File: src/rtl/pwm_pkg.sv
// shared constants, register indices and carrier types for the two-channel modulator
package pwm_pkg;

   // register window bases, in word units of the global map
   localparam logic [9:0] BASE_BLOCKING    = 10'h200;   // accesses here stall the master
   localparam logic [9:0] BASE_NONBLOCKING = 10'h300;   // accesses here answer quickly

   // register indices within the window (byte address = 4 * (base + index))
   localparam logic [7:0] IDX_CTL   = 8'h60;   // channel_control
   localparam logic [7:0] IDX_PRCLK = 8'h61;   // prescale_select
   localparam logic [7:0] IDX_SCLA  = 8'h62;   // scale_a_value
   localparam logic [7:0] IDX_SCLB  = 8'h63;   // scale_b_value
   localparam logic [7:0] IDX_CNT0  = 8'h64;   // channel0_counter
   localparam logic [7:0] IDX_CNT1  = 8'h65;   // channel1_counter
   localparam logic [7:0] IDX_PER0  = 8'h66;   // channel0_period
   localparam logic [7:0] IDX_PER1  = 8'h67;   // channel1_period
   localparam logic [7:0] IDX_DTY0  = 8'h68;   // channel0_duty
   localparam logic [7:0] IDX_DTY1  = 8'h69;   // channel1_duty

   // field layout of prescale_select
   localparam int         PRCLK_A_LSB   = 0;       // clk_a_div_sel field
   localparam int         PRCLK_B_LSB   = 4;       // clk_b_div_sel field
   localparam logic [7:0] PRCLK_WR_MASK = 8'h77;   // bits 7 and 3 are reserved

   // reset values
   localparam logic [7:0] REG_RESET = 8'h00;       // every register clears at reset

   // wait counts loaded when a request is taken
   localparam logic [1:0] WAIT_BLOCKING    = 2'h2;  // extra stall cycles
   localparam logic [1:0] WAIT_NONBLOCKING = 2'h0;  // no extra stall

   // shared prescaler width (divide up to 128)
   localparam int PRESCALE_W = 7;

   // bus slave states
   typedef enum logic [1:0] {
      BUS_IDLE = 2'b00,   // waiting for a request
      BUS_WAIT = 2'b01,   // counting stall cycles
      BUS_ACK  = 2'b10    // waitrequest low, request completes
   } busState_t;

   // channel_control layout, bit 7 down to bit 0
   typedef struct packed {
      logic [1:0] center_align_sel;   // per channel: 1 center, 0 left
      logic       chan1_clk_sel;      // 0 clock B, 1 clock SB
      logic       chan0_clk_sel;      // 0 clock A, 1 clock SA
      logic [1:0] start_level;        // per channel start polarity
      logic [1:0] chan_on;            // per channel enable
   } ctrl_t;

   // per-channel configuration carried to a channel
   typedef struct packed {
      logic on;           // channel enabled
      logic center;       // center aligned mode
      logic startLevel;   // level at period start
   } chanCfg_t;

endpackage

File: src/rtl/pwm_channel.sv
// one modulator channel: counter, double-buffered period and duty, waveform flop
`timescale 1ns/100ps
module pwm_channel (
   input  wire logic            clk,          // interface clock
   input  wire logic            resetn,       // async reset, active low
   input  wire logic            ce,           // clock enable, freezes state when low
   input  wire logic            tick,         // selected channel clock edge
   input  wire pwm_pkg::chanCfg_t cfg,        // enable, alignment, polarity
   input  wire logic [7:0]      perBuf,       // buffered period
   input  wire logic [7:0]      dutyBuf,      // buffered duty
   input  wire logic            cntWrite,     // software wrote the counter
   output logic                 wave,         // modulated output, from a flop
   output logic [7:0]           count         // live counter value
);

   // all channel state
   typedef struct packed {
      logic [7:0] cnt;       // up/down counter
      logic [7:0] perAct;    // active period latch
      logic [7:0] dutyAct;   // active duty latch
      logic       down;      // center mode direction
      logic       running;   // enable synchronised to clock
      logic       wave;      // registered output
   } chanState_t;

   chanState_t s;        // current state
   chanState_t next_s;   // next state

   // next-state logic
   always_comb begin
      next_s = s;
      // latches follow buffers while off or on a counter write
      if (!cfg.on || cntWrite) begin
         next_s.perAct  = perBuf;
         next_s.dutyAct = dutyBuf;
      end
      if (!cfg.on) begin
         next_s.running = 1'b0;   // counter holds its value while off
      end
      if (cntWrite) begin
         next_s.cnt  = 8'h00;   // any write clears, direction up
         next_s.down = 1'b0;
      end else if (cfg.on && tick) begin
         if (!s.running) begin
            next_s.running = 1'b1;   // waveform waits for the clock edge
         end else if (!cfg.center) begin
            // left aligned: 0 .. period-1
            if ({1'b0, s.cnt} + 9'h001 >= {1'b0, s.perAct}) begin
               next_s.cnt     = 8'h00;
               next_s.perAct  = perBuf;   // period end loads buffers
               next_s.dutyAct = dutyBuf;
            end else begin
               next_s.cnt = s.cnt + 8'h01;
            end
         end else if (!s.down) begin
            // center aligned: up to period, then down
            if (s.cnt >= s.perAct) begin
               next_s.down = 1'b1;
               next_s.cnt  = (s.perAct == 8'h00) ? 8'h00 : s.cnt - 8'h01;
            end else begin
               next_s.cnt = s.cnt + 8'h01;
            end
         end else if (s.cnt <= 8'h01) begin
            next_s.cnt     = 8'h00;   // back at zero: period ends
            next_s.down    = 1'b0;
            next_s.perAct  = perBuf;
            next_s.dutyAct = dutyBuf;
         end else begin
            next_s.cnt = s.cnt - 8'h01;
         end
      end
      // output: inactive while off or unsynchronised, else compare
      if (!cfg.on || !s.running) begin
         next_s.wave = ~cfg.startLevel;
      end else begin
         // polarity taken live, a change may cut one pulse
         next_s.wave = (s.cnt < s.dutyAct) ? cfg.startLevel : ~cfg.startLevel;
      end
   end

   // state register
   always_ff @(posedge clk or negedge resetn) begin
      if (!resetn) begin
         s <= '0;
      end else if (ce) begin
         s <= next_s;
      end
   end

   assign wave  = s.wave;
   assign count = s.cnt;
endmodule

File: src/rtl/two_channel_pwm_control.sv
// two-channel modulator top: Avalon-MM register slave, prescaler, scalers, channels
//
// The Avalon-MM interface to the registers was decided locally.
`timescale 1ns/100ps

// Function
// - drive two channel waveform outputs
// - reserved bits read zero, writes ignored
// - two bases: blocking and non-blocking access
// - alignment bit picks left or center mode
// - channel 1 clock: B or scaled SB
// - channel 0 clock: A or scaled SA
// - polarity bit sets level at period start
// - enable bit turns its channel on
// - waveform waits for next source clock edge
// - prescaler stops while both channels off
// - polarity writable anytime, one odd pulse
// - clock select writable anytime, one odd pulse
// - clocks A, B: power-of-two interface clock divide
// - scaled clock divides by twice scale value
// - counter ranges for left and center mode
// - period and duty are double buffered
module two_channel_pwm_control (
   input  wire logic        clk,              // interface clock, 250 MHz
   input  wire logic        resetn,           // async reset, active low
   input  wire logic        ce,               // clock enable, freezes all state
   input  wire logic [11:0] avs_address,      // byte address
   input  wire logic        avs_read,         // read request
   input  wire logic        avs_write,        // write request
   input  wire logic [31:0] avs_writedata,    // write data, low byte used
   input  wire logic [3:0]  avs_byteenable,   // byte lanes, lane 0 used
   output logic [31:0]      avs_readdata,     // read data, from a flop
   output logic             avs_waitrequest,  // stall, from a flop
   output logic             chan0_wave,       // channel 0 waveform
   output logic             chan1_wave        // channel 1 waveform
);

   // complete state of the top
   typedef struct packed {
      pwm_pkg::busState_t             st;           // bus slave state
      logic [1:0]                     waitCnt;      // stall cycles left
      logic [7:0]                     idx;          // captured register index
      logic                           hit;          // captured decode hit
      logic                           waitRequest;  // registered waitrequest
      logic [31:0]                    readData;     // registered read data
      pwm_pkg::ctrl_t                 ctl;          // channel_control
      logic [7:0]                     prclk;        // prescale_select
      logic [1:0][7:0]                scale;        // scale A and B values
      logic [1:0][7:0]                scaleCnt;     // scale down counters
      logic [1:0]                     scalePhase;   // half-period phase of SA, SB
      logic [pwm_pkg::PRESCALE_W-1:0] prescaler;    // shared prescale counter
      logic [1:0][7:0]                perBuf;       // period buffers
      logic [1:0][7:0]                dutyBuf;      // duty buffers
   } topState_t;

   topState_t s;        // current state
   topState_t next_s;   // next state

   // decode and datapath helpers
   logic [9:0]                     wordAddr;     // address in words
   logic [9:0]                     offBlk;       // offset from blocking base
   logic [9:0]                     offNb;        // offset from non-blocking base
   logic                           reqHit;       // request lands on a register
   logic                           reqBlk;       // request is blocking
   logic [7:0]                     reqIdx;       // register index of request
   logic                           wrNow;        // write takes effect this edge
   logic [7:0]                     rdByte;       // selected register value
   logic                           anyOn;        // some channel enabled
   logic [1:0]                     clkSel;       // per channel scaled select
   logic [1:0][pwm_pkg::PRESCALE_W-1:0] preMask; // prescale tick masks
   logic [1:0]                     baseTick;     // clock A, B edges
   logic [1:0]                     scaledTick;   // clock SA, SB edges
   logic [1:0]                     chanTick;     // selected channel clock edges
   logic [1:0]                     cntWrite;     // counter write pulses
   logic [1:0]                     waveVec;      // channel outputs
   logic [1:0][7:0]                cntVec;       // channel counter values
   pwm_pkg::chanCfg_t [1:0]        cfgVec;       // channel configuration

   // address decode over the two window bases
   always_comb begin
      wordAddr = avs_address[11:2];
      offBlk   = wordAddr - pwm_pkg::BASE_BLOCKING;
      offNb    = wordAddr - pwm_pkg::BASE_NONBLOCKING;
      reqHit   = 1'b0;
      reqBlk   = 1'b0;
      reqIdx   = 8'h00;
      // blocking window first, then the non-blocking one
      if (offBlk >= {2'h0, pwm_pkg::IDX_CTL} && offBlk <= {2'h0, pwm_pkg::IDX_DTY1}) begin
         reqHit = 1'b1;   // blocking window
         reqBlk = 1'b1;
         reqIdx = offBlk[7:0];
      end else if (offNb >= {2'h0, pwm_pkg::IDX_CTL} &&
                   offNb <= {2'h0, pwm_pkg::IDX_DTY1}) begin
         reqHit = 1'b1;   // non-blocking window
         reqIdx = offNb[7:0];
      end else begin
         reqHit = 1'b0;   // unmapped: answered quickly, reads zero
      end
   end

   // read multiplexer on the captured index
   always_comb begin
      rdByte = 8'h00;   // unmapped reads give zero
      if (!s.hit) begin
         rdByte = 8'h00;
      end else if (s.idx == pwm_pkg::IDX_CTL) begin
         rdByte = s.ctl;
      end else if (s.idx == pwm_pkg::IDX_PRCLK) begin
         rdByte = s.prclk & pwm_pkg::PRCLK_WR_MASK;   // reserved bits zero
      end else if (s.idx == pwm_pkg::IDX_SCLA) begin
         rdByte = s.scale[0];
      end else if (s.idx == pwm_pkg::IDX_SCLB) begin
         rdByte = s.scale[1];
      end else if (s.idx == pwm_pkg::IDX_CNT0) begin
         rdByte = cntVec[0];   // reading does not disturb the count
      end else if (s.idx == pwm_pkg::IDX_CNT1) begin
         rdByte = cntVec[1];
      end else if (s.idx == pwm_pkg::IDX_PER0) begin
         rdByte = s.perBuf[0];   // last written, not the active period
      end else if (s.idx == pwm_pkg::IDX_PER1) begin
         rdByte = s.perBuf[1];
      end else if (s.idx == pwm_pkg::IDX_DTY0) begin
         rdByte = s.dutyBuf[0];
      end else begin
         rdByte = s.dutyBuf[1];
      end
   end

   // a write lands at the edge where waitrequest is sampled low
   assign wrNow = (s.st == pwm_pkg::BUS_ACK) && avs_write && s.hit && avs_byteenable[0];
   assign anyOn = |s.ctl.chan_on;
   assign clkSel = {s.ctl.chan1_clk_sel, s.ctl.chan0_clk_sel};

   // per-channel clocking, configuration and counter-write pulses
   genvar g;
   generate
      for (g = 0; g < 2; g++) begin : gen_chan
         // clock A from bits 2..0, clock B from bits 6..4
         assign preMask[g] = ~(7'h7F << s.prclk[pwm_pkg::PRCLK_A_LSB + 4 * g +: 3]);
         assign baseTick[g] = anyOn && ((s.prescaler & preMask[g]) == preMask[g]);
         // scaled clock: one edge per two scale expiries
         assign scaledTick[g] = baseTick[g] && (s.scaleCnt[g] == 8'h01) && s.scalePhase[g];
         // clock select read live, a change may cut one pulse
         assign chanTick[g] = clkSel[g] ? scaledTick[g] : baseTick[g];
         // alignment read live; software changes it only while off
         assign cfgVec[g] = '{on: s.ctl.chan_on[g],
                              center: s.ctl.center_align_sel[g],
                              startLevel: s.ctl.start_level[g]};
         assign cntWrite[g] = wrNow && (s.idx == pwm_pkg::IDX_CNT0 + 8'(g));

         pwm_channel u_chan (
            .clk      (clk),
            .resetn   (resetn),
            .ce       (ce),
            .tick     (chanTick[g]),
            .cfg      (cfgVec[g]),
            .perBuf   (s.perBuf[g]),
            .dutyBuf  (s.dutyBuf[g]),
            .cntWrite (cntWrite[g]),
            .wave     (waveVec[g]),
            .count    (cntVec[g])
         );
      end
   endgenerate

   // next-state logic: bus slave, registers, prescaler, scalers
   always_comb begin
      next_s = s;

      // bus slave sequencing
      case (s.st)
         pwm_pkg::BUS_IDLE: begin
            // capture decode so the read mux sees a steady index
            if (avs_read || avs_write) begin
               next_s.st      = pwm_pkg::BUS_WAIT;
               next_s.idx     = reqIdx;
               next_s.hit     = reqHit;
               // blocking accesses stall longer
               next_s.waitCnt = reqBlk ? pwm_pkg::WAIT_BLOCKING : pwm_pkg::WAIT_NONBLOCKING;
            end
         end
         pwm_pkg::BUS_WAIT: begin
            // stall counts down, then read data is loaded
            if (s.waitCnt == 2'h0) begin
               next_s.st          = pwm_pkg::BUS_ACK;
               next_s.waitRequest = 1'b0;
               next_s.readData    = {24'h000000, rdByte};   // upper bits zero
            end else begin
               next_s.waitCnt = s.waitCnt - 2'h1;
            end
         end
         pwm_pkg::BUS_ACK: begin
            // answer stands one cycle, then back to idle
            next_s.st          = pwm_pkg::BUS_IDLE;
            next_s.waitRequest = 1'b1;
            next_s.readData    = 32'h00000000;
         end
         default: begin
            // unused code returns to idle
            next_s.st          = pwm_pkg::BUS_IDLE;
            next_s.waitRequest = 1'b1;
         end
      endcase

      // register writes
      if (wrNow) begin
         if (s.idx == pwm_pkg::IDX_CTL) begin
            next_s.ctl = avs_writedata[7:0];   // all bits writable anytime
         end else if (s.idx == pwm_pkg::IDX_PRCLK) begin
            next_s.prclk = avs_writedata[7:0] & pwm_pkg::PRCLK_WR_MASK;
         end else if (s.idx == pwm_pkg::IDX_PER0 || s.idx == pwm_pkg::IDX_PER1) begin
            // buffer only; the channel latches it later
            next_s.perBuf[s.idx[0]] = avs_writedata[7:0];
         end else if (s.idx == pwm_pkg::IDX_DTY0 || s.idx == pwm_pkg::IDX_DTY1) begin
            // duty buffer, latched like the period
            next_s.dutyBuf[s.idx[0]] = avs_writedata[7:0];
         end else begin
            next_s.ctl = s.ctl;   // scales handled below, counter writes go to the channels
         end
      end

      // shared prescaler, stopped while both channels are off
      if (anyOn) begin
         next_s.prescaler = s.prescaler + 7'h01;
      end else begin
         // held at zero while idle to save power
         next_s.prescaler = 7'h00;
      end

      // scale counters; a zero scale counts as 256
      for (int i = 0; i < 2; i++) begin
         if (wrNow && s.idx == pwm_pkg::IDX_SCLA + 8'(i)) begin
            next_s.scale[i]      = avs_writedata[7:0];
            next_s.scaleCnt[i]   = avs_writedata[7:0];   // write reloads the counter
            next_s.scalePhase[i] = 1'b0;
         end else if (baseTick[i]) begin
            if (s.scaleCnt[i] == 8'h01) begin
               next_s.scaleCnt[i]   = s.scale[i];
               next_s.scalePhase[i] = ~s.scalePhase[i];
            end else begin
               next_s.scaleCnt[i] = s.scaleCnt[i] - 8'h01;
            end
         end
      end
   end

   // state register, frozen while ce is low
   always_ff @(posedge clk or negedge resetn) begin
      if (!resetn) begin
         s             <= '0;
         s.st          <= pwm_pkg::BUS_IDLE;
         s.waitRequest <= 1'b1;
         s.ctl         <= pwm_pkg::REG_RESET;
         s.prclk       <= pwm_pkg::REG_RESET;
      end else if (ce) begin
         s <= next_s;
      end
   end

   // outputs straight from flops
   assign avs_readdata    = s.readData;
   assign avs_waitrequest = s.waitRequest;
   assign chan0_wave      = waveVec[0];
   assign chan1_wave      = waveVec[1];
endmodule

File: config.mk
export PLATFORM = sky130hd
export DESIGN_NAME = two_channel_pwm_control
export DESIGN_NICKNAME = d
export VERILOG_FILES = /design/src/rtl/pwm_pkg.sv /design/src/rtl/pwm_channel.sv /design/src/rtl/two_channel_pwm_control.sv
export SDC_FILE = /design/constraint.sdc
export NUM_CORES = 1
export LEC_CHECK = 0
export ABC_AREA = 1
export BUFFER_PORTS_ARGS = -buffer_cell sky130_fd_sc_hd__buf_2
export CAP_MARGIN = 15
export CORE_MARGIN = 4
export CORE_UTILIZATION = 50
export DETAILED_ROUTE_END_ITERATION = 8
export PLACE_DENSITY = 0.75
export SLEW_MARGIN = 20
export SYNTH_ARGS = -nofsm -noshare
export SYNTH_HDL_FRONTEND = slang
export SYNTH_HIERARCHICAL = 1
export SYNTH_SLANG_ARGS = --single-unit
File: constraint.sdc
create_clock -name clk -period 2.87 [get_ports clk]
set_input_delay 0.574 -clock clk [delete_from_list [all_inputs] [get_ports clk]]
set_output_delay 0.574 -clock clk [all_outputs]
set_load 0.01 [all_outputs]
== Yosys cells after proc, flatten, opt, wreduce, memory -nomap -nowiden ==
Cells that the tools add are included.

* Add/sub/neg operators: 12
* Magnitude comparators: 14
* Equal/unequal tests: 19
* Shifts and indexed selects: 2
* Multiplexer cells: 89
* Bitwise operators: 12
* Reductions and logical operators: 65

{| class="wikitable"
|+ Operators by type and width
! kind !! number
|-
| 8-bit 2-to-1 mux || 31
|-
| 16-bit 2-to-1 mux || 8
|-
| 8-bit by 7-bit == test with 1-bit output (second input constant) || 10
|-
| 32-bit one-hot mux with 2 select lines || 1
|-
| 26-bit 2-to-1 mux || 2
|-
| 25-bit 2-to-1 mux || 2
|-
| 24-bit 2-to-1 mux || 2
|-
| 17-bit 2-to-1 mux || 2
|-
| 33-bit 2-to-1 mux || 1
|-
| 16-bit bitwise mux || 2
|-
| 8-bit by 1-bit subtractor with 8-bit output (second input constant) || 4
|-
| 1-bit 2-to-1 mux || 29
|-
| 3-bit AND reduction || 9
|-
| 2-bit nonzero test || 12
|-
| 10-bit by 7-bit greater-or-equal comparator with 1-bit output (second input constant) || 2
|-
| 10-bit by 7-bit <= comparator with 1-bit output (second input constant) || 2
|-
| 10-bit subtractor (second input constant) || 2
|-
| 8-bit by 1-bit adder with 9-bit output (second input constant) || 2
|-
| 9-bit by 8-bit greater-or-equal comparator with 1-bit output || 2
|-
| 1-bit logical AND || 18
|-
| 8-bit by 1-bit adder with 8-bit output (second input constant) || 2
|-
| 8-bit by 1-bit == test with 1-bit output (second input constant) || 2
|-
| 8-bit greater-or-equal comparator || 2
|-
| 8-bit by 1-bit <= comparator with 1-bit output (second input constant) || 2
|-
| 28 further kinds || 62
|}

* Register bits: 187
* Bits of input ports: 53
* Output and inout port bits: 35
* Word-level logic and storage cells: 248

== Depth between registers and ports, before layout ==
Gate-level depths: netlist of the first run.

* Depth in word-level cells: 13
* Gate-level depth with buffers: 19
* Mapped depth without buffers: 18

== By module ==
Netlist of the first run, hierarchy kept.

{| class="wikitable"
|+ By module, submodules not included
! module !! times used !! cells an instance !! area each (um^2) !! seq. area each (um^2)
|-
| two_channel_pwm_control || 1 || 865 || 6436.2 || 2728.9
|-
| pwm_channel || 2 || 524 || 3165.5 || 675.6
|}

== Worst setup path before layout of the first run ==
Ideal clock, no wire load.

* Path type: reg2reg
* From: register gen_chan[0].u_chan.s, in the netlist gen_chan[0].u_chan/count[1]
* To: register gen_chan[0].u_chan/s[8] (netlist name)
* Setup time: 0.117 ns
* Arrival: 2.390 ns
* Required time: 2.753 ns
* Setup slack: 0.363 ns
* Stages on the path, launching flop included: 15
* Buffers on the path: 1
* Period minus slack after synthesis: 2.507 ns
* Cell sequence: dfrtp_1 ha_1 nand3_1 or2_1 xor2_1 ha_1 a21oi_1 nand2_1 nand2_1 clkbuf_1 nand3_1 nand3_1 nand2_1 nand2_1 nand2_1

* Word-level cells in the longest chain between the ends: 7
* Elaborated cells on any way between the ends: 10
* Those cells by class: add/sub (1); order compare (2); mux (7)

{| class="wikitable"
|+ RTL lines
! element !! RTL line !! RTL
|-
| start, declared || pwm_channel.sv:26 || <nowiki>chanState_t s;</nowiki>
|-
| start signal, assigned || pwm_channel.sv:86 || <nowiki>s <= next_s;</nowiki>
|-
| 8-bit by 1-bit adder with 9-bit output / 8-bit by 1-bit <= comparator with 1-bit output (equally long branches) || pwm_channel.sv:48, pwm_channel.sv:63 ||
|-
| 9-bit by 8-bit greater-or-equal comparator with 1-bit output / 17-bit 2-to-1 mux (equally long branches) || pwm_channel.sv:48, pwm_channel.sv:63 ||
|-
| 16-bit 2-to-1 mux, on equally long branches || pwm_channel.sv:48, pwm_channel.sv:55 ||
|-
| 24-bit 2-to-1 mux * || pwm_channel.sv:46 || <nowiki>end else if (!cfg.center) begin</nowiki>
|-
| 25-bit 2-to-1 mux * || pwm_channel.sv:44 || <nowiki>if (!s.running) begin</nowiki>
|-
| 26-bit 2-to-1 mux * || pwm_channel.sv:43 || <nowiki>end else if (cfg.on && tick) begin</nowiki>
|-
| 16-bit 2-to-1 mux * || pwm_channel.sv:40 || <nowiki>if (cntWrite) begin</nowiki>
|}

Every way passes the cells marked *; elsewhere a longest branch is shown, timed or not. The select of a mux whose other input is x is not followed.
A chain may end at the register's enable or synchronous reset.

== Worst setup path after layout of the first run ==
* From: register s[130] (netlist name)
* To: register gen_chan[0].u_chan/s[10] (netlist name)

* Word-level cells in the longest chain between the ends: 10
* Elaborated cells on any way between the ends: 11
* Those cells by class: eq/ne (1); mux (8); reduce/logical (2)

{| class="wikitable"
|+ RTL lines
! element !! RTL line !! RTL
|-
| start, declared || two_channel_pwm_control.sv:56 || <nowiki>topState_t s;</nowiki>
|-
| start signal, assigned || two_channel_pwm_control.sv:256 || <nowiki>s <= next_s;</nowiki>
|-
| 8-bit by 7-bit == test with 1-bit output * || two_channel_pwm_control.sv:149 || <nowiki>assign cntWrite[g] = wrNow && (s.idx == pwm_pkg::IDX_CNT0 + 8'(g));</nowiki>
|-
| 1-bit logical AND * || two_channel_pwm_control.sv:149 ||
|-
| net cntWrite[0] || two_channel_pwm_control.sv:74 || <nowiki>logic [1:0] cntWrite;</nowiki>
|-
| 1-bit logical OR || pwm_channel.sv:33 || <nowiki>if (!cfg.on || cntWrite) begin</nowiki>
|-
| 16-bit 2-to-1 mux || pwm_channel.sv:33 ||
|-
| 17-bit 2-to-1 mux || pwm_channel.sv:63 || <nowiki>end else if (s.cnt <= 8'h01) begin</nowiki>
|-
| 16-bit 2-to-1 mux || pwm_channel.sv:55 || <nowiki>end else if (!s.down) begin</nowiki>
|-
| 24-bit 2-to-1 mux || pwm_channel.sv:46 ||
|-
| 25-bit 2-to-1 mux || pwm_channel.sv:44 ||
|-
| 26-bit 2-to-1 mux || pwm_channel.sv:43 ||
|-
| 16-bit 2-to-1 mux * || pwm_channel.sv:40 ||
|}

Mark *: on every way through the listed nets, which the timed path passes. The rest lies on a longest branch. The select of a mux whose other input is x is not followed.

==> results of run 1 <==
## repair_timing
action / 4_1_cts / 5_1_grt
endpoints found under the setup margin: 0 / 17
gates resized for setup: 0 / 3
setup buffers: 0 / 0
## cell families (layout without fill, tap and decap cells)
| family | count (synthesis) | in the layout |
|---|---|---|
| flops | 163 | 163 |
| fa+ha+maj | 61 | 61 |
| buf+inv | 351 | 363 |
| simple gates | 964 | 964 |
| xor+xnor | 23 | 23 |
| compound gates | 350 | 350 |
| other cells | 1 | 24 |
## worst reg2reg max path, delay by kind of cell (launching register included)
kind,cells,cell delay (ns)
AOI/OAI and AO/OA,3,0.38
buffers and inverters,5,0.51
and+or+nand+nor,11,1.27
DFF,1,0.39
## registers in the layout, summed over array words and instances, names as in the netlist
signal,count
gen_chan.u_chan/wave,2
s,92
avs_readdata,8
avs_waitrequest,1
gen_chan.u_chan/count,16
gen_chan.u_chan/s,36
clkSel,2
cfgVec,6
## power breakdown
group,internal [W],switching (W),total [W]
Sequential,0.00235,0.0000337,0.00238
Clock,0.00121,0.00116,0.00237
Combinational,0.000149,0.000366,0.000515
## area by class of cell
cell class / instances / area [sq um] / area share
clock inverter: 14 / 178 / 0.0129
inverter: 250 / 938 / 0.0679
tap: 330 / 413 / 0.0299
clock buffer: 18 / 439 / 0.0318
timing repair buffer: 81 / 592 / 0.0428
multi-input combinational: 1422 / 7180 / 0.520
sequential: 163 / 4080 / 0.295
## cells in the final DEF, fill, tap and decap left out, types with 20 or more instances in the layout
cell type  synthesis  layout
nand2_1          640     640
inv_1            234     234
dfrtp_1          162     161
nand3_1          142     142
o21ai_0          129     129
nor2_1           100      98
a21oi_1           96      96
o21ai_1           67      67
ha_1              61      61
buf_4             50      42
buf_2             12      33
conb_1             1      24
a21oi_2           20      20
## Yosys cell counts, drive strengths merged, types with 2 or more instances
master  number
nand2      656
inv        245
o21ai      200
dfrtp      162
nand3      146
nor2       120
a21oi      116
buf         77
ha          61
clkbuf      24
xor2        18
or2         14
nand4       12
o211ai      11
a31oi        8
nor3         8
clkinv       5
xnor2        5
nand3b       4
a211oi       3
o21a         3
a21boi       2
nor3b        2
nor4         2
o221ai       2
o22ai        2
o31ai        2
## per-stage QoR
step	hold slack, ns	util
after global routing	0.205	0.549
after detailed placement	0.465	0.524
final	0.129	0.549
after CTS	0.166	0.549
after global placement	0.458	0.524
after floorplan	0.278	-
## path summary, 6_finish.rpt
check,to,startpoint,depth (start not counted)
worst max register to register,gen_chan[0].u_chan/s[10]$_DFFE_PN0P_,s[130]$_DFFE_PN0P_,19
max in group asynchronous,s[33]$_DFFE_PN0P_,resetn,2
min in group clk,s[123]$_DFFE_PN0P_,avs_address[2],3
worst min register to register,s[50]$_DFFE_PN0P_,s[50]$_DFFE_PN0P_,2
worst max-delay path,gen_chan[0].u_chan/s[10]$_DFFE_PN0P_,s[130]$_DFFE_PN0P_,19
worst min-delay path,gen_chan[1].u_chan/s[15]$_DFFE_PN0P_,resetn,1
## metal layers
| layer | up-vias | wire length [um] |
|---|---|---|
| li1 | 6114 | - |
| met1 | 5757 | 15200 |
| met2 | 441 | 16500 |
| met3 | 63 | 2290 |
| met4 | 0 | 896 |
| met5 | - | 0 |
==> impl_metrics.json, run 1 <==
{
  "outcome": "finished clean",
  "synth_edf_count": 0,
  "synthArstFlopShare": 1.00,
  "pin_count": 88,
  "period_minus_slack_ns": 2.66,
  "area_growth_pct": 8.26,
  "finalSetupViolCount": 0,
  "insertion_delay_ns": 0.45,
  "synth-simple-area-share": 0.329,
  "use_met2": 0.414,
  "yosysTopAreaCell": "dfrtp_1",
  "crit_type": "flip-flop to flip-flop",
  "synthXorXnorAreaFrac": 0.0158,
  "synth_top_family_by_area": "simple AND/OR/NAND/NOR gates",
  "yosysSeqAreaShare": 0.320,
  "synth_top_area_frac": 0.318,
  "met3_usage": 0.0409,
  "netlist-cell-type-count": 48,
  "maxCapViolCount": 0,
  "grt_max_degree": 68,
  "leakagePower_nw": 7.43,
  "clockBufferDepth": 2,
  "fin_area_sq_um": 13800,
  "clk_pin_slew_ns": 0.08,
  "htreeDepth": 4,
  "core_sq_um": 25200,
  "drc": 0,
  "skew_ns": 0.0163,
  "cts_tree": "done",
  "relSlewSlack": 0.531,
  "grt_overflow_total": 0,
  "dr.pass1.iters": 8,
  "pwr_density_cell_nw_per_um2": 381,
  "ys_ff_latch": 163,
  "synthesis.area_sq_um": 12800,
  "muxShareOfSynthArea": 0,
  "grt_antenna_before_repair": 0,
  "nFillCells": 2383,
  "place_area_sq_um": 13200,
  "clock_sinks": 163,
  "slew_violations": 0,
  "total_power_w": 0.00527,
  "vias": 12400,
  "setup-tns-final_ns": 0,
  "dieHeight_um": 168,
  "ff2ff_setup_slack_ns": 0.21,
  "syn_avg_cell_area_sq_um": 6.67,
  "initial_core_util": 0.507,
  "vias_per_cell": 5.43,
  "io_buffers": 34,
  "grt_util_met1": 0.329,
  "worst_slack_ns": 0.213,
  "cp.required_ns": 3.21,
  "num_rows": 58,
  "synth_compound_area_frac": 0.150,
  "yosys_most_used_dff": "dfrtp_1",
  "ir_worst_vdd_mv": 0.376,
  "synthAdderAreaFrac": 0.0598,
  "final-instance-count-excl-fill": 2278,
  "crit_fanout": 32,
  "layout-drive-gt1-share": 0.104,
  "die_width_um": 168,
  "clockRootBuffer": "clkbuf_16",
  "max_stage_delay_ns": 0.39,
  "endpoint_kind": "flip-flop",
  "critPathBufInv": 5,
  "critPathArrivalTime_ns": 2.99,
  "tightest_slew_ns": 0.704,
  "numCtsBuffers": 17,
  "period_share": 0.926,
  "crit_path_top_delay_cell": "dfrtp_1",
  "grt-busiest-layer": "met2",
  "path_cells": "inv_2 -> nand2_2 -> nor2_8 -> nand2_2 -> nor2_8 -> inv_2 -> nor2_2 -> inv_1 -> nand2_1 -> buf_12 -> nand2_1 -> o21ai_0 -> a21oi_1 -> o21ai_1 -> nand2_1 -> inv_1 -> nand2_1 -> nand2_1 -> nand2_1",
  "die_area_sq_um": 28200,
  "hpwl_um": 25300,
  "synth_area_leaders": "dfrtp_1 32%, nand2_1 19%, inv_1 6.9%, ha_1 6.0%, nand3_1 5.6%",
  "place_inst": 2246,
  "synth_cells": 1913,
  "grt_first_pass_wirelength_um": 57600,
  "fin_nets": 2049,
  "hold_buffers": 0,
  "path_common_cell": "nand2_1",
  "ant_nets": 0,
  "n_antenna_cell": 0,
  "start_kind": "flip-flop",
  "drt_iter0_drc": 1335,
  "critPathTopFamily": "simple AND/OR/NAND/NOR gates",
  "finalWeightedCongestion": 0.941,
  "wl_per_cell_um": 15.3,
  "hp-class": "input port to asynchronous set/reset pin",
  "place_ws_ns": 0.203,
  "rsz0062_at_grt": "yes",
  "grt_pass1_vias": 11600,
  "grt_use_total": 0.248,
  "finalHoldViolCount": 0,
  "wirelength_um": 34900,
  "max_freq_ghz": 0.376,
  "yosysWarningCount": 6
}
Note: power is estimated with default switching activity, not from simulation.
==> inputs of run 2 (changes only) <==
--- a/config.mk
+++ b/config.mk
@@ -9,9 +9,11 @@
 export BUFFER_PORTS_ARGS = -buffer_cell sky130_fd_sc_hd__buf_2
 export CAP_MARGIN = 15
 export CORE_MARGIN = 4
-export CORE_UTILIZATION = 50
+export CORE_UTILIZATION = 30
+export CTS_CLUSTER_DIAMETER = 80
 export DETAILED_ROUTE_END_ITERATION = 8
-export PLACE_DENSITY = 0.75
+export GPL_ROUTABILITY_DRIVEN = 0
+export PLACE_DENSITY = 0.52
 export SLEW_MARGIN = 20
 export SYNTH_ARGS = -nofsm -noshare
 export SYNTH_HDL_FRONTEND = slang
==> impl_metrics.json, run 2 (synthesis gave the netlist of run 1 again) <==
{
  "outcome": "finished clean",
  "most-common-layout-cells": "640 x nand2_1, 234 x inv_1, 162 x dfrtp_1",
  "p_int_w": 0.00366,
  "r2r-end": "gen_chan[1].u_chan/s[10]$_DFFE_PN0P_",
  "grt_use_total": 0.163,
  "rsz0062_at_grt": "no",
  "regMostFlops": "s",
  "clockBufferDepth": 2,
  "total_power_w": 0.00513,
  "fin_nets": 2055,
  "area_growth_pct": 10.4,
  "clk_pin_slew_ns": 0.07,
  "wl_per_cell_um": 14.9,
  "period_share": 0.898,
  "htreeDepth": 4,
  "wirelength_um": 37200,
  "combPwrFrac": 0.103,
  "hpwl_um": 27400,
  "drc": 0,
  "grt_max_degree": 75,
  "grt_first_pass_wirelength_um": 61100,
  "crit_type": "flip-flop to flip-flop",
  "grt_pass1_vias": 11500,
  "fin_area_sq_um": 14100,
  "period_minus_slack_ns": 2.58,
  "maxCapViolCount": 0,
  "grt-busiest-layer": "met2",
  "die_area_sq_um": 45900,
  "pwr-share-seq": 0.465,
  "numCtsBuffers": 17,
  "hold_buffers": 0,
  "drt_iter0_drc": 818,
  "core_sq_um": 42000,
  "initial_core_util": 0.304,
  "layout-drive-gt1-share": 0.106,
  "finalSetupViolCount": 0,
  "n_antenna_cell": 0,
  "endpoint_kind": "flip-flop",
  "grt_overflow_total": 0,
  "holdWs_ns": 0.147,
  "worst_slack_ns": 0.291,
  "ff2ff_setup_slack_ns": 0.29,
  "reg2reg_depth": 17,
  "largest_register_ffs": 92,
  "power.switching_w": 0.00147,
  "grt_antenna_before_repair": 0,
  "use_met2": 0.272,
  "vias_per_cell": 4.80,
  "cp.required_ns": 3.21,
  "num_rows": 75,
  "leakagePower_nw": 7.45,
  "skew_ns": 0.0102,
  "switching_share": 0.287,
  "pwr_density_cell_nw_per_um2": 364,
  "crit_fanout": 16,
  "hp-class": "input port to asynchronous set/reset pin",
  "max_freq_ghz": 0.388,
  "ant_nets": 0,
  "clkPwrFrac": 0.433,
  "die_width_um": 214,
  "dieHeight_um": 214,
  "setup-tns-final_ns": 0,
  "ir_worst_vdd_mv": 0.353,
  "start_kind": "flip-flop",
  "r2r_start": "gen_chan[1].u_chan/count[2]$_DFFE_PN0P_",
  "dr.pass1.iters": 8,
  "nFillCells": 4580,
  "io_buffers": 34,
  "grt_util_met1": 0.223,
  "clockRootBuffer": "clkbuf_16",
  "vias": 12000,
  "place_ws_ns": 0.289,
  "tightest_slew_ns": 0.735,
  "pin_count": 88,
  "critPathArrivalTime_ns": 2.91,
  "place_area_sq_um": 13500,
  "insertion_delay_ns": 0.45,
  "mostFrequentLayoutCell": "nand2_1",
  "met3_usage": 0.0248,
  "relSlewSlack": 0.510,
  "finalHoldViolCount": 0,
  "slew_violations": 0,
  "cts_tree": "done",
  "clock_sinks": 163
}
[run 2: cell types whose count changed in the layout (fill, tap and decap cells not counted)]
cell / delta
buf_12: +2
buf_4: +4
clkinv_2: +4
clkinv_8: -5
clkinvlp_4: +1
dfrtp_1: +1
dfrtp_2: -1
inv_6: +2
inv_8: -2
nor2_1: +1
nor2_2: -1
[run 2: worst max path at each step]
stage	startpoint	end	slack, ns	cells past startpoint
4_1_cts	s[126]$_DFFE_PN0P_	gen_chan[0].u_chan/s[3]$_DFFE_PN0P_	0.23	19
5_1_grt	gen_chan[1].u_chan/count[2]$_DFFE_PN0P_	gen_chan[1].u_chan/s[8]$_DFFE_PN0P_	0.02	17
2_1_floorplan	gen_chan[0].u_chan/count[1]$_DFFE_PN0P_	gen_chan[0].u_chan/s[8]$_DFFE_PN0P_	0.36	14
3_3_place_gp	gen_chan[1].u_chan/count[2]$_DFFE_PN0P_	gen_chan[1].u_chan/count[2]$_DFFE_PN0P_	0.33	17
3_5_place_dp	s[126]$_DFFE_PN0P_	gen_chan[0].u_chan/s[13]$_DFFE_PN0P_	0.29	19
6_report	gen_chan[1].u_chan/count[2]$_DFFE_PN0P_	gen_chan[1].u_chan/s[10]$_DFFE_PN0P_	0.29	17
[run 2: metal layers]
layer  vias up  routed length, um
li1       6131                  -
met1      5540              17400
met2       251              17500
met3        36               1640
met4         0                602
met5         -                  0
[run 2: area by class of cell]
| type | instances | area (sq um) | area share |
|---|---|---|---|
| Multi-Input combinational cell | 1422 | 7180 | 0.509 |
| Sequential cell | 163 | 4080 | 0.290 |
| Inverter | 250 | 938 | 0.0666 |
| Tap cell | 539 | 674 | 0.0479 |
| Timing Repair Buffer | 87 | 662 | 0.0470 |
| Clock buffer | 18 | 439 | 0.0312 |
| Clock inverter | 14 | 119 | 0.00844 |
[run 2: power groups by stage]
stage	combinational [W]	sequential (W)	clock, W
6_report	0.000527	0.00238	0.00222
5_1_grt	0.000604	0.00239	0.00239
4_1_cts	0.000537	0.00238	0.00229
3_5_place_dp	0.000534	0.00243	0
3_3_place_gp	0.000527	0.00243	0
2_1_floorplan	0.000338	0.00243	0
[run 2: worst max-delay path: stages, from the launching register on]
cell and delay [ns]:
dfrtp_1 0.55, nand3_1 0.18, nor2_1 0.22, nand2_1 0.11, o211ai_1 0.14, inv_1 0.07, ha_1 0.27, nand2_1 0.06
inv_1 0.03, nand2_1 0.05, nand2_1 0.05, nand2_1 0.18, buf_12 0.19, nand3_1 0.08, nand3_1 0.09, nand2_1 0.07
nand2_1 0.05, nand2_1 0.05
[run 2: what timing repair did]
item,CTS,global route
endpoints found under the setup margin,0,7
gates resized for setup,0,1
setup buffers,0,0
[run 2: through the flow]
stage	cells	util
after floorplan	1936	-
after global placement	2461	0.322
after detailed placement	2461	0.322
after CTS	2493	0.335
after global routing	2493	0.335
final	2493	0.335
==> inputs of run 3 (changes only) <==
--- a/config.mk
+++ b/config.mk
@@ -5,7 +5,6 @@
 export SDC_FILE = /design/constraint.sdc
 export NUM_CORES = 1
 export LEC_CHECK = 0
-export ABC_AREA = 1
 export BUFFER_PORTS_ARGS = -buffer_cell sky130_fd_sc_hd__buf_2
 export CAP_MARGIN = 15
 export CORE_MARGIN = 4
@@ -13,7 +12,7 @@
 export CTS_CLUSTER_DIAMETER = 80
 export DETAILED_ROUTE_END_ITERATION = 8
 export GPL_ROUTABILITY_DRIVEN = 0
-export PLACE_DENSITY = 0.52
+export PLACE_DENSITY = 0.51
 export SLEW_MARGIN = 20
 export SYNTH_ARGS = -nofsm -noshare
 export SYNTH_HDL_FRONTEND = slang
==> impl_metrics.json, run 3 <==
{
  "outcome": "finished with violations",
  "violations": "setup timing",
  "ir_worst_vdd_mv": 0.457,
  "p_int_w": 0.00372,
  "grt_antenna_before_repair": 0,
  "initial_core_util": 0.303,
  "r2r_start": "gen_chan[0].u_chan/count[1]$_DFFE_PN0P_",
  "drc": 0,
  "grt-busiest-layer": "met2",
  "r2r-end": "gen_chan[0].u_chan/s[9]$_DFFE_PN0P_",
  "clockRootBuffer": "clkbuf_16",
  "synth_edf_count": 0,
  "critPathArrivalTime_ns": 3.33,
  "hpwl_um": 24200,
  "yosysWarningCount": 6,
  "total_power_w": 0.00515,
  "grt_first_pass_wirelength_um": 51700,
  "crit_type": "flip-flop to flip-flop",
  "synth_top_area_frac": 0.366,
  "power.switching_w": 0.00143,
  "synthesis.area_sq_um": 11100,
  "max_freq_ghz": 0.331,
  "grt_use_total": 0.161,
  "ff2ff_setup_slack_ns": -0.15,
  "period_minus_slack_ns": 3.02,
  "largest_register_ffs": 92,
  "reg2reg_depth": 12,
  "grt_pass1_vias": 8886,
  "syn_avg_cell_area_sq_um": 9.53,
  "place_ws_ns": -0.206,
  "mostFrequentLayoutCell": "dfrtp_1",
  "rsz0062_at_grt": "yes",
  "die_area_sq_um": 40100,
  "synthArstFlopShare": 1.00,
  "netlist-cell-type-count": 79,
  "switching_share": 0.277,
  "layout-drive-gt1-share": 0.280,
  "fin_nets": 1375,
  "ys_ff_latch": 163,
  "relSlewSlack": 0.390,
  "grt_util_met1": 0.229,
  "crit_fanout": 8,
  "slew_violations": 0,
  "yosysMostFrequentCell": "dfrtp_1",
  "io_buffers": 34,
  "met3_usage": 0.0235,
  "fin_area_sq_um": 13200,
  "leakagePower_nw": 6.10,
  "grt_max_degree": 70,
  "period_share": 1.05,
  "regMostFlops": "s",
  "numCtsBuffers": 17,
  "worst_slack_ns": -0.151,
  "clock_sinks": 163,
  "yosys-top-cells-count": "162 x dfrtp_1, 86 x nor2_1, 77 x mux2_2",
  "wl_per_cell_um": 18.8,
  "endpoint_kind": "flip-flop",
  "clkPwrFrac": 0.445,
  "yosys_most_used_dff": "dfrtp_1",
  "most-common-layout-cells": "158 x dfrtp_1, 122 x buf_4, 82 x nor2_1",
  "drt_iter0_drc": 596,
  "vias_per_cell": 5.22,
  "dr.pass1.iters": 5,
  "synth_area_leaders": "dfrtp_1 37%, mux2_2 7.8%, ha_1 6.9%, buf_4 3.3%, o21ai_0 3.1%",
  "num_rows": 70,
  "yosysSeqAreaShare": 0.368,
  "die_width_um": 200,
  "start_kind": "flip-flop",
  "ant_nets": 0,
  "finalHoldViolCount": 0,
  "hp-class": "input port to asynchronous set/reset pin",
  "htreeDepth": 4,
  "hold_buffers": 0,
  "use_met2": 0.259,
  "core_sq_um": 36500,
  "n_antenna_cell": 0,
  "pwr_density_cell_nw_per_um2": 391,
  "synth_cells": 1163,
  "maxCapViolCount": 0,
  "dieHeight_um": 200,
  "place_inst": 1701,
  "yosysTopAreaCell": "dfrtp_1",
  "area_growth_pct": 18.8,
  "cp.required_ns": 3.18,
  "grt_overflow_total": 0,
  "pwr-share-seq": 0.461,
  "skew_ns": 0.0166,
  "insertion_delay_ns": 0.44,
  "final-instance-count-excl-fill": 1742,
  "combPwrFrac": 0.094,
  "vias": 9095,
  "place_area_sq_um": 12300,
  "pin_count": 88,
  "finalSetupViolCount": 32,
  "wirelength_um": 32800,
  "cts_tree": "done",
  "clk_pin_slew_ns": 0.07,
  "tightest_slew_ns": 0.905,
  "clockBufferDepth": 2
}
==> run 3: cells by family (layout without fill, tap and decap cells) <==
kind of cell	after synthesis	in the layout	synth area share
fa+ha+maj	61	61	0.0689
mux	120	120	0.127
simple gates	326	326	0.152
compound gates	282	282	0.176
other cells	1	24	0.000338
xor+xnor	28	28	0.0221
buf+inv	182	270	0.0846
flops	163	163	0.368
==> run 3: power by group through the flow <==
stage / Combinational (W) / Clock [W] / Sequential (W)
2_1_floorplan: 0.000283 / 0 / 0.00242
3_3_place_gp: 0.000471 / 0 / 0.00242
3_5_place_dp: 0.000479 / 0 / 0.00242
4_1_cts: 0.000499 / 0.00235 / 0.00238
5_1_grt: 0.000540 / 0.00245 / 0.00238
6_report: 0.000484 / 0.00229 / 0.00238
==> run 3: routing by layer <==
| layer | up-vias | wire (um) |
|---|---|---|
| met2 | 245 | 15400 |
| met5 | - | 0 |
| met1 | 4487 | 15500 |
| li1 | 4334 | - |
| met4 | 0 | 495 |
| met3 | 29 | 1440 |
==> run 3: critical path, cell delays in order (launching register included) <==
cell	delay (ns)
dfrtp_2	0.43
ha_4	0.17
and4_4	0.23
nand2_2	0.05
xnor2_1	0.12
ha_1	0.34
nand3_2	0.12
nor2_4	0.05
a2111oi_4	0.46
a211oi_2	0.11
o31ai_4	0.29
buf_6	0.21
mux2_4	0.31
==> run 3: through the flow <==
stage	setup TNS (ns)	util	hold WS, ns
after floorplan	-3.07	-	0.278
after global placement	-5.30	0.337	0.461
after detailed placement	-5.29	0.337	0.468
after CTS	-1.89	0.357	0.0369
after global routing	-7.95	0.360	0.0491
final	-3.78	0.360	0.0392
==> run 3: cell type report <==
cell class | count | area (sq um)
fillers | 3659 | 23400
multi-input cells | 841 | 6460
flip-flops and latches | 163 | 4090
repair buffers | 162 | 1180
well taps | 468 | 586
clock buffers | 18 | 429
inverters | 76 | 285
clock inverters | 14 | 143
==> run 3: what timing repair did <==
item | in CTS | in global routing
buffers inserted | 7 | 5
pin swaps | 12 | 25
endpoints found under the setup margin | 34 | 47
resized for setup | 16 | 43
cloned | 2 | 0
==> run 3: how the worst max path moves through the flow <==
| stage | start | to | slack [ns] |
|---|---|---|---|
| 2_1_floorplan | gen_chan[0].u_chan/count[0]$_DFFE_PN0P_ | gen_chan[0].u_chan/s[11]$_DFFE_PN0P_ | -0.14 |
| 3_3_place_gp | gen_chan[0].u_chan/count[1]$_DFFE_PN0P_ | gen_chan[0].u_chan/s[6]$_DFFE_PN0P_ | -0.19 |
| 3_5_place_dp | gen_chan[1].u_chan/count[0]$_DFFE_PN0P_ | gen_chan[1].u_chan/s[5]$_DFFE_PN0P_ | -0.21 |
| 4_1_cts | gen_chan[0].u_chan/count[1]$_DFFE_PN0P_ | gen_chan[0].u_chan/s[6]$_DFFE_PN0P_ | -0.08 |
| 5_1_grt | gen_chan[0].u_chan/count[1]$_DFFE_PN0P_ | gen_chan[0].u_chan/s[16]$_DFFE_PN0P_ | -0.30 |
| 6_report | gen_chan[0].u_chan/count[1]$_DFFE_PN0P_ | gen_chan[0].u_chan/s[9]$_DFFE_PN0P_ | -0.15 |
